[src/shared/usb_status_cfg.svh]
`ifndef USB_STATUS_CFG_SVH
`define USB_STATUS_CFG_SVH

// Command code shared by the set and get forms of the status register
`define CMD_DEVICE_STATUS 8'hfe

// Field positions in the status byte
`define STAT_ATTACH_BIT 0
`define STAT_ATTACH_CHG_BIT 1
`define STAT_SLEEP_BIT 2
`define STAT_SLEEP_CHG_BIT 3
`define STAT_BUS_RESET_BIT 4

// Reset value of the status byte
`define STAT_RESET_VALUE 8'h00

// Timing
`define CLK_MHZ 40
`define IDLE_TIME_US 3000
`define IDLE_CYCLES (`IDLE_TIME_US * `CLK_MHZ)
`define WAKE_TIME_US 2000
`define WAKE_CYCLES (`WAKE_TIME_US * `CLK_MHZ)

// Physical endpoints held by the engine, two of them the control pipe
`define NUM_ENDPOINTS 32
`define CONTROL_EP_MASK 2'b11

`endif

[src/shared/usb_status_pkg.sv]
package usb_status_pkg;

    // Processor command port toward the protocol engine
    typedef struct packed {
        logic cmd_strobe;
        logic [7:0] cmd_code;
        logic wr_strobe;
        logic [7:0] wr_data;
        logic rd_strobe;
    } cmd_port_t;

    // Bus condition levels from the line receiver and decoder
    typedef struct packed {
        logic vbus_present;
        logic bus_activity;
        logic bus_reset;
    } bus_events_t;

    // One-cycle orders to the rest of the engine on a bus reset
    typedef struct packed {
        logic unconfigure;
        logic address_zero;
        logic stall_control;
        logic unrealize;
        logic toggle_reset;
        logic flush_buffers;
        logic ep_irq_clear;
    } default_action_t;

    // Status byte as software sees it
    typedef struct packed {
        logic [2:0] reserved;
        logic bus_reset_flag;
        logic sleep_change_flag;
        logic sleep_flag;
        logic attach_change_flag;
        logic attach_state;
    } status_byte_t;

    typedef enum logic [1:0] {
        PHASE_IDLE = 2'b00,
        PHASE_ARMED = 2'b01
    } cmd_phase_t;

    typedef struct packed {
        cmd_phase_t phase;
        status_byte_t status;
        logic irq;
        logic [7:0] rdata;
        logic rdata_valid;
        logic vbus_q;
        logic reset_q;
        logic wake_start;
        default_action_t action;
    } core_state_t;

endpackage

[src/rtl/idle_timer.sv]
`timescale 1ns/1ps
module idle_timer #(
    parameter int LIMIT = 120000
) (
    input wire logic core_clk,
    input wire logic reset,
    input wire logic run,
    input wire logic clear,
    output logic expired
);
    localparam int W = $clog2(LIMIT + 2);
    localparam logic [W-1:0] TOP = W'(LIMIT);

    typedef struct packed {
        logic [W-1:0] count;
        logic expired;
    } idle_state_t;

    idle_state_t st;
    idle_state_t next_st;

    // Expiry only after strictly more than the idle limit
    always_comb begin
        next_st = st;
        next_st.expired = 1'b0;
        if (clear || !run) begin
            next_st.count = '0;
        end else if (st.count == TOP) begin
            next_st.expired = 1'b1;
            next_st.count = '0;
        end else begin
            next_st.count = st.count + W'(1);
        end
    end

    always_ff @(posedge core_clk or posedge reset) begin
        if (reset) begin
            st <= '0;
        end else begin
            st <= next_st;
        end
    end

    assign expired = st.expired;
endmodule

[src/rtl/wakeup_timer.sv]
`timescale 1ns/1ps
module wakeup_timer #(
    parameter int LENGTH = 80000
) (
    input wire logic core_clk,
    input wire logic reset,
    input wire logic start,
    output logic drive
);
    localparam int W = $clog2(LENGTH + 1);

    typedef struct packed {
        logic [W-1:0] left;
        logic drive;
    } wake_state_t;

    wake_state_t st;
    wake_state_t next_st;

    // A second start while driving is ignored, no stretched resume
    always_comb begin
        next_st = st;
        if (!st.drive && start) begin
            next_st.left = W'(LENGTH - 1);
            next_st.drive = 1'b1;
        end else if (st.drive) begin
            if (st.left == '0) begin
                next_st.drive = 1'b0;
            end else begin
                next_st.left = st.left - W'(1);
            end
        end
    end

    always_ff @(posedge core_clk or posedge reset) begin
        if (reset) begin
            st <= '0;
        end else begin
            st <= next_st;
        end
    end

    assign drive = st.drive;
endmodule

[src/rtl/usb_device_status_flags.sv]
`timescale 1ns/1ps
`include "usb_status_cfg.svh"
module usb_device_status_flags #(
    parameter int IDLE_CYCLES = `IDLE_CYCLES,
    parameter int WAKE_CYCLES = `WAKE_CYCLES,
    parameter int NUM_EP = `NUM_ENDPOINTS
) (
    input wire logic core_clk,
    input wire logic reset,
    input usb_status_pkg::cmd_port_t cmd,
    input usb_status_pkg::bus_events_t bus,
    output logic [7:0] rd_data,
    output logic rd_valid,
    output logic pullup_enable_n,
    output logic status_event_irq,
    output logic remote_wakeup,
    output usb_status_pkg::default_action_t default_action,
    output logic [NUM_EP-1:0] unrealize_mask,
    output logic [NUM_EP-1:0] toggle_reset_mask
);

    ////////////////////////////////////////////////////////////////////////
    // State and event wires

    usb_status_pkg::core_state_t st;
    usb_status_pkg::core_state_t next_st;

    logic idle_expired;
    logic timer_run;
    logic timer_clear;
    logic status_write;
    logic status_read;
    logic vbus_lost;
    logic reset_rise;
    logic detach_event;
    logic next_sleep;
    logic sleep_toggle;
    logic next_attach;

    localparam logic [NUM_EP-1:0] CTRL_MASK =
        NUM_EP'(`CONTROL_EP_MASK);

    ////////////////////////////////////////////////////////////////////////
    // Command decode

    // Data phase only counts once the status command has armed it
    // status data phase
    assign status_write = (st.phase == usb_status_pkg::PHASE_ARMED) &&
                          !cmd.cmd_strobe && cmd.wr_strobe;

    // A read in the same cycle as a write is dropped, write wins
    // status read decode
    assign status_read = (st.phase == usb_status_pkg::PHASE_ARMED) &&
                         !cmd.cmd_strobe && !cmd.wr_strobe &&
                         cmd.rd_strobe;

    ////////////////////////////////////////////////////////////////////////
    // Bus events

    // Power loss only matters while the pull-up is applied
    // power loss detect
    assign vbus_lost = st.vbus_q && !bus.vbus_present &&
                       st.status.attach_state;

    assign reset_rise = bus.bus_reset && !st.reset_q;

    // Software detach counts the same as a power drop for sleep
    assign detach_event = st.status.attach_state &&
                          (vbus_lost ||
                           (status_write &&
                            !cmd.wr_data[`STAT_ATTACH_BIT]));

    // Idle time is only counted while attached and awake
    assign timer_run = st.status.attach_state &&
                       !st.status.sleep_flag;
    assign timer_clear = bus.bus_activity || bus.bus_reset;

    idle_timer #(
        .LIMIT(IDLE_CYCLES)
    ) u_idle_timer (
        .core_clk(core_clk),
        .reset(reset),
        .run(timer_run),
        .clear(timer_clear),
        .expired(idle_expired)
    );

    wakeup_timer #(
        .LENGTH(WAKE_CYCLES)
    ) u_wakeup_timer (
        .core_clk(core_clk),
        .reset(reset),
        .start(st.wake_start),
        .drive(remote_wakeup)
    );

    ////////////////////////////////////////////////////////////////////////
    // Attach and sleep values for the next cycle

    // Power loss overrides a same-cycle attach write
    always_comb begin
        next_attach = st.status.attach_state;
        if (status_write) begin
            next_attach = cmd.wr_data[`STAT_ATTACH_BIT];
        end
        if (vbus_lost) begin
            next_attach = 1'b0;
        end
    end

    // Activity beats idle expiry, so a late edge never leaves it asleep
    always_comb begin
        next_sleep = st.status.sleep_flag;
        if (idle_expired || detach_event) begin
            next_sleep = 1'b1;
        end
        if (bus.bus_activity || reset_rise) begin
            next_sleep = 1'b0;
        end
        // sleep write ignored
        // Writes to bit 2 never load the flag; only a wakeup is ordered
    end

    assign sleep_toggle = next_sleep != st.status.sleep_flag;

    ////////////////////////////////////////////////////////////////////////
    // Next state

    always_comb begin
        next_st = st;
        next_st.rdata_valid = 1'b0;
        next_st.wake_start = 1'b0;
        next_st.action = '0;
        next_st.vbus_q = bus.vbus_present;
        next_st.reset_q = bus.bus_reset;

        // Any other command ends a pending data phase; a repeated status command keeps it armed
        unique case (st.phase)
            usb_status_pkg::PHASE_IDLE: begin
                if (cmd.cmd_strobe &&
                    cmd.cmd_code == `CMD_DEVICE_STATUS) begin
                    next_st.phase = usb_status_pkg::PHASE_ARMED;
                end
            end
            usb_status_pkg::PHASE_ARMED: begin
                if (cmd.cmd_strobe) begin
                    if (cmd.cmd_code != `CMD_DEVICE_STATUS) begin
                        next_st.phase = usb_status_pkg::PHASE_IDLE;
                    end
                end else if (status_write || status_read) begin
                    next_st.phase = usb_status_pkg::PHASE_IDLE;
                end
            end
            // Two of the four phase codes are unused
            default: begin
                next_st.phase = usb_status_pkg::PHASE_IDLE;
            end
        endcase

        next_st.status.attach_state = next_attach;
        next_st.status.sleep_flag = next_sleep;
        next_st.status.reserved = 3'b000;

        // Snapshot shows flags before this read clears them
        if (status_read) begin
            next_st.rdata = st.status;
            next_st.rdata[7:5] = 3'b000;
            next_st.rdata_valid = 1'b1;
        end

        if (status_read) begin
            next_st.status.attach_change_flag = 1'b0;
        end
        if (vbus_lost) begin
            next_st.status.attach_change_flag = 1'b1;
        end

        if (status_read) begin
            next_st.status.sleep_change_flag = 1'b0;
        end
        if (sleep_toggle) begin
            next_st.status.sleep_change_flag = 1'b1;
        end

        // bus reset flag clear on read
        if (status_read) begin
            next_st.status.bus_reset_flag = 1'b0;
        end
        if (reset_rise) begin
            next_st.status.bus_reset_flag = 1'b1;
        end

        if (status_read) begin
            next_st.irq = 1'b0;
        end
        if (vbus_lost || sleep_toggle || reset_rise) begin
            next_st.irq = 1'b1;
        end

        // Wakeup needs the flag as it stood before this write
        // no action otherwise
        if (status_write && st.status.sleep_flag &&
            st.status.attach_state &&
            !cmd.wr_data[`STAT_SLEEP_BIT]) begin
            next_st.wake_start = 1'b1;
        end

        // Default-state orders fire once, on the reset edge
        if (reset_rise) begin
            next_st.action.unconfigure = 1'b1;
            next_st.action.address_zero = 1'b1;
            next_st.action.stall_control = 1'b1;
            next_st.action.unrealize = 1'b1;
            next_st.action.toggle_reset = 1'b1;
            next_st.action.flush_buffers = 1'b1;
        end
        next_st.action.ep_irq_clear = 1'b0;
    end

    ////////////////////////////////////////////////////////////////////////
    // Registers

    // Power taken as absent at reset, so no false loss is seen
    always_ff @(posedge core_clk or posedge reset) begin
        if (reset) begin
            st.phase <= usb_status_pkg::PHASE_IDLE;
            st.status <= `STAT_RESET_VALUE;
            st.irq <= 1'b0;
            st.rdata <= 8'h00;
            st.rdata_valid <= 1'b0;
            st.vbus_q <= 1'b0;
            st.reset_q <= 1'b0;
            st.wake_start <= 1'b0;
            st.action <= '0;
        end else begin
            st <= next_st;
        end
    end

    ////////////////////////////////////////////////////////////////////////
    // Outputs

    assign rd_data = st.rdata;
    assign rd_valid = st.rdata_valid;
    assign status_event_irq = st.irq;
    assign default_action = st.action;

    assign pullup_enable_n = !st.status.attach_state;

    // Control pipe stays realized through a bus reset
    // endpoint mask
    assign unrealize_mask = {NUM_EP{st.action.unrealize}} & ~CTRL_MASK;

    assign toggle_reset_mask = {NUM_EP{st.action.toggle_reset}};

endmodule

[config.mk]
export PLATFORM = sky130hd
export DESIGN_NAME = usb_device_status_flags
export DESIGN_NICKNAME = d
export VERILOG_FILES = /design/src/shared/usb_status_pkg.sv /design/src/rtl/idle_timer.sv /design/src/rtl/wakeup_timer.sv /design/src/rtl/usb_device_status_flags.sv
export VERILOG_INCLUDE_DIRS = /design/src /design/src/shared
export SDC_FILE = /design/constraint.sdc
export NUM_CORES = 1
export LEC_CHECK = 0
export ABC_CLOCK_PERIOD_IN_PS = 2400
export BUFFER_PORTS_ARGS = -buffer_cell sky130_fd_sc_hd__buf_2
export CAP_MARGIN = 25
export CORE_ASPECT_RATIO = 0.75
export CORE_MARGIN = 4
export CORE_UTILIZATION = 51
export CTS_CLUSTER_SIZE = 28
export DETAILED_ROUTE_END_ITERATION = 16
export PLACE_DENSITY = 0.86
export SLEW_MARGIN = 25
export SYNTH_ARGS = -nofsm -noshare
export SYNTH_HDL_FRONTEND = slang
export SYNTH_SLANG_ARGS = --single-unit
[constraint.sdc]
create_clock -name core_clk -period 2.4 [get_ports core_clk]
set_input_delay 0.24 -clock core_clk [delete_from_list [all_inputs] [get_ports core_clk]]
set_output_delay 0.24 -clock core_clk [all_outputs]
set_load 0.02 [all_outputs]
==> results.txt <==
The effective utilization at floorplan is 0.5415. The placer's final routability congestion estimate came out at 0.8553. The measured slew at the worst slew-check pin is 0.7216 ns. The share of the Yosys chip area taken by registers is 0.4078. The analysis attributes to cell leakage a power of 1.694 nW. The total power draw came out at 1.647 mW. The part of the total power dissipated in combinational logic is 0.130.

The via count of the first global-routing pass was 2391. The final count of pins violating max slew came out at 0. The number of placement rows is 24. The number of cells after detailed placement came out at 444. The fraction of the core area covered by cells at the end of the flow came out at 0.5588. The die outline width is 100.2 um. Across the VDD grid, the largest voltage drop is 0.3637 mV. The reported max-cap violation count is 0.

The setup slack at placement is -0.01824 ns. The post-route worst hold slack came out at 0.0004892 ns. The headroom to the max-slew limit is 0.5175. The hold violation count in the final report came out at 0. The largest individual stage delay along the critical path comes from the cell sky130_fd_sc_hd__or4b_2. The minimum period implied by the final worst setup slack is 2.301 ns.

Cell internal power was estimated by the tool at 1.176 mW. For this run, the total global-route usage over all layers was measured as 0.1837. Yosys instantiated no cell more often than sky130_fd_sc_hd__buf_4. The Yosys warning count came out at 0.

The largest fanout on the critical path is 8. The critical path is of the reg -> reg type. The share of Yosys cell area claimed by the top area cell type came out at 0.4078. The synthesized design contains 0 enable-type register cells. The mean post-synth cell area is 9.318 um2. TritonCTS built the clock tree. The antenna cell count is 0. Traced cell by cell, the critical path runs through inv_1, ha_1, or4b_2, or4_4, a211oi_1, a31oi_1.

The flow ran to the end, and the final reports show no timing, DRC or antenna violations. The port buffer count is 94. The synthesized design contains 53 register bits.

Derived from the worst setup path, the maximum achievable clock frequency is 434.7 MHz. The setup TNS came out at 0 ns. Clock tree synthesis selected as its root buffer the cell sky130_fd_sc_hd__clkbuf_8. After floorplanning, the core was sized to cover 6006 um2. The detailed router finished its first iteration with 216 violations.

The part of the total power dissipated in the clock network is 0.317. The worst setup path is launched from a flip-flop. The largest single stage delay on the critical path is 0.62 ns. The most used flip-flop cell after synthesis is sky130_fd_sc_hd__dfrtp_1. The routed wire length is 7009 um.

Leaving out filler cells and counting taps, the final layout contains 453. The initial antenna violation count is 0. The number of buffers added by the clock tree synthesis step came out at 5. The power spent charging and discharging nets is 0.4716 mW. The worst setup path is captured at a flip-flop. The maximum number of pins on one net before global-route repair came out at 69. The critical path data required time is 2.59 ns. Dividing the detail-routed via count by the number of cells gives 5.620. The number of search-and-repair iterations in the first detailed-routing pass came out at 5.

The first global-routing pass estimated 11760 um of wire. No sink is reached through more buffers than the 2 on the longest clock path. The clock insertion delay at the later pin of the skew report is 0.31 ns. The sink count of the clock tree came out at 53.

In the post-synthesis netlist, the biggest area contributors are sky130_fd_sc_hd__dfrtp_1, sky130_fd_sc_hd__buf_4, sky130_fd_sc_hd__nand2_1. Dividing the detail-routed wire length by the instance count gives 15.47 um. The post-layout instance area is 3356 um2. The netlist area before placement is 3252 um2. The total of hold buffers inserted after clock tree synthesis came out at 0. Setup repair after global routing left no endpoint under its margin. The power density over the cells is 490.9 nW/um2.

The HPWL after detailed placement came out at 5210 um. The cell count after synthesis is 349. The remaining antenna violation count after routing is 0. The number of nets in the finished design came out at 402. The clock skew came out at 0.008295 ns.

The worst setup slack after layout came out at 0.09932 ns. The area growth from synthesis to layout is 3.194%. The clock input transition at the sequential cells of the worst setup and hold paths is 0.10 ns. The number of setup violations in the final report came out at 0.

The height of the chip is 77.16 um. The tightest min-delay check is of the in -> async type. The net switching fraction of the power came out at 0.2862. The number of design rule violations left after detail routing came out at 0. The post-place instance area is 3246 um2.

Global routing finished with a remaining overflow of 0. The data arrival at the endpoint of the critical path came out at 2.49 ns. The number of top-level design ports came out at 107. By count the netlist is led by sky130_fd_sc_hd__buf_4, sky130_fd_sc_hd__dfrtp_1, sky130_fd_sc_hd__nand2_1.

The async set-or-reset flop fraction in the synthesized netlist is 1.000. The vias after detailed routing came out at 2546. The die covers 7731 um2. The fraction of final layout cells with drive strength greater than 1 came out at 0.3307. The depth of the CTS H-tree came out at 2.

The netlist uses 47 different library cells. The top cell type by total area after synthesis is sky130_fd_sc_hd__dfrtp_1. The sequential fraction of design power is 0.553. The part of the cycle the worst path needs came out at 0.9586.
-- cells in the final DEF (no fill, tap or decap), types with 5 or more instances in the layout --
master,instances
sky130_fd_sc_hd__or4_1,7
sky130_fd_sc_hd__and3_1,5
sky130_fd_sc_hd__clkbuf_8,5
sky130_fd_sc_hd__buf_4,9
sky130_fd_sc_hd__o31ai_1,6
sky130_fd_sc_hd__xor2_1,8
sky130_fd_sc_hd__conb_1,6
sky130_fd_sc_hd__inv_1,10
sky130_fd_sc_hd__nor4_1,8
sky130_fd_sc_hd__nor3_1,21
sky130_fd_sc_hd__dfrtp_1,53
sky130_fd_sc_hd__nand4_1,14
sky130_fd_sc_hd__xnor2_1,5
sky130_fd_sc_hd__mux2i_1,6
sky130_fd_sc_hd__nand3_1,9
sky130_fd_sc_hd__nor2_1,15
sky130_fd_sc_hd__nand2_1,31
sky130_fd_sc_hd__buf_2,94
-- critical path: cells and delay by family, from the launching register on --
| kind | cells | cell delay, ns |
|---|---|---|
| buffers and inverters | 1 | 0.12 |
| AO/OA/AOI/OAI | 2 | 0.30 |
| flip-flops | 1 | 0.43 |
| adder cells (fa/ha/maj) | 1 | 0.21 |
| AND/OR/NAND/NOR | 2 | 1.12 |
-- path summary, 6_finish.rpt --
check | slack [ns] | depth (start not counted) | from | end
max in group asynchronous | 1.79 | 3 | reset | st[22]
worst max register to register | 0.1 | 6 | u_wakeup_timer.st[1] | u_wakeup_timer.st[4]
min in group core_clk | 0.04 | 1 | bus[2] | st[9]
worst min register to register | 0.47 | 1 | st[8] | default_action[5]
worst max-delay path | 0.1 | 6 | u_wakeup_timer.st[1] | u_wakeup_timer.st[4]
worst min-delay path | 0.0005 | 2 | reset | u_idle_timer.st[3]
-- cells by family after synthesis --
logic type                 after synthesis  share of synthesized area
buffers and inverters                  101                     0.2135
and+or+nand+nor                        140                     0.2428
xor gates and xnor gates                13                    0.03501
DFF                                     53                     0.4078
other                                    1                   0.001153
adders and majority gates                4                    0.01539
AOI/OAI and AO/OA                       31                    0.06580
muxes                                    6                    0.01847
-- layout make-up --
| type | instances | area (um2) |
|---|---|---|
| timing repair buffer | 103 | 538.0 |
| sequential | 53 | 1326 |
| clock inverter | 3 | 25.02 |
| tap | 78 | 97.59 |
| multi-input combinational | 200 | 1259 |
| fill | 531 | 2650 |
| clock buffer | 5 | 68.82 |
| inverter | 11 | 41.29 |
-- state kept, by name, summed over array words and instances (netlist names), 5 cells and up --
name               cells
u_wakeup_timer.st     17
st                     9
rd_data                5
u_idle_timer.st       17
-- power groups by stage --
stage | Sequential, mW | Clock [mW] | Combinational [mW]
final | 0.912 | 0.522 | 0.214
after floorplan | 0.938 | 0 | 0.212
after global placement | 0.928 | 0 | 0.213
after detailed placement | 0.929 | 0 | 0.218
after CTS | 0.912 | 0.538 | 0.218
after global routing | 0.913 | 0.572 | 0.232
-- per-layer routing --
layer | global-route usage | vias up | wire [um]
li1 | - | 1204 | -
met1 | 0.2343 | 1218 | 2802
met2 | 0.3148 | 111 | 3604
met3 | 0.04261 | 13 | 508
met4 | 0.04307 | 0 | 94
met5 | 0 | - | 0
-- repair_timing --
action / in CTS / in global routing
setup endpoints to repair: 2 / 4
pin swaps: 0 / 0
gates resized for setup: 1 / 1
setup buffers: 0 / 1
Note: power is estimated with default switching activity, not from simulation.
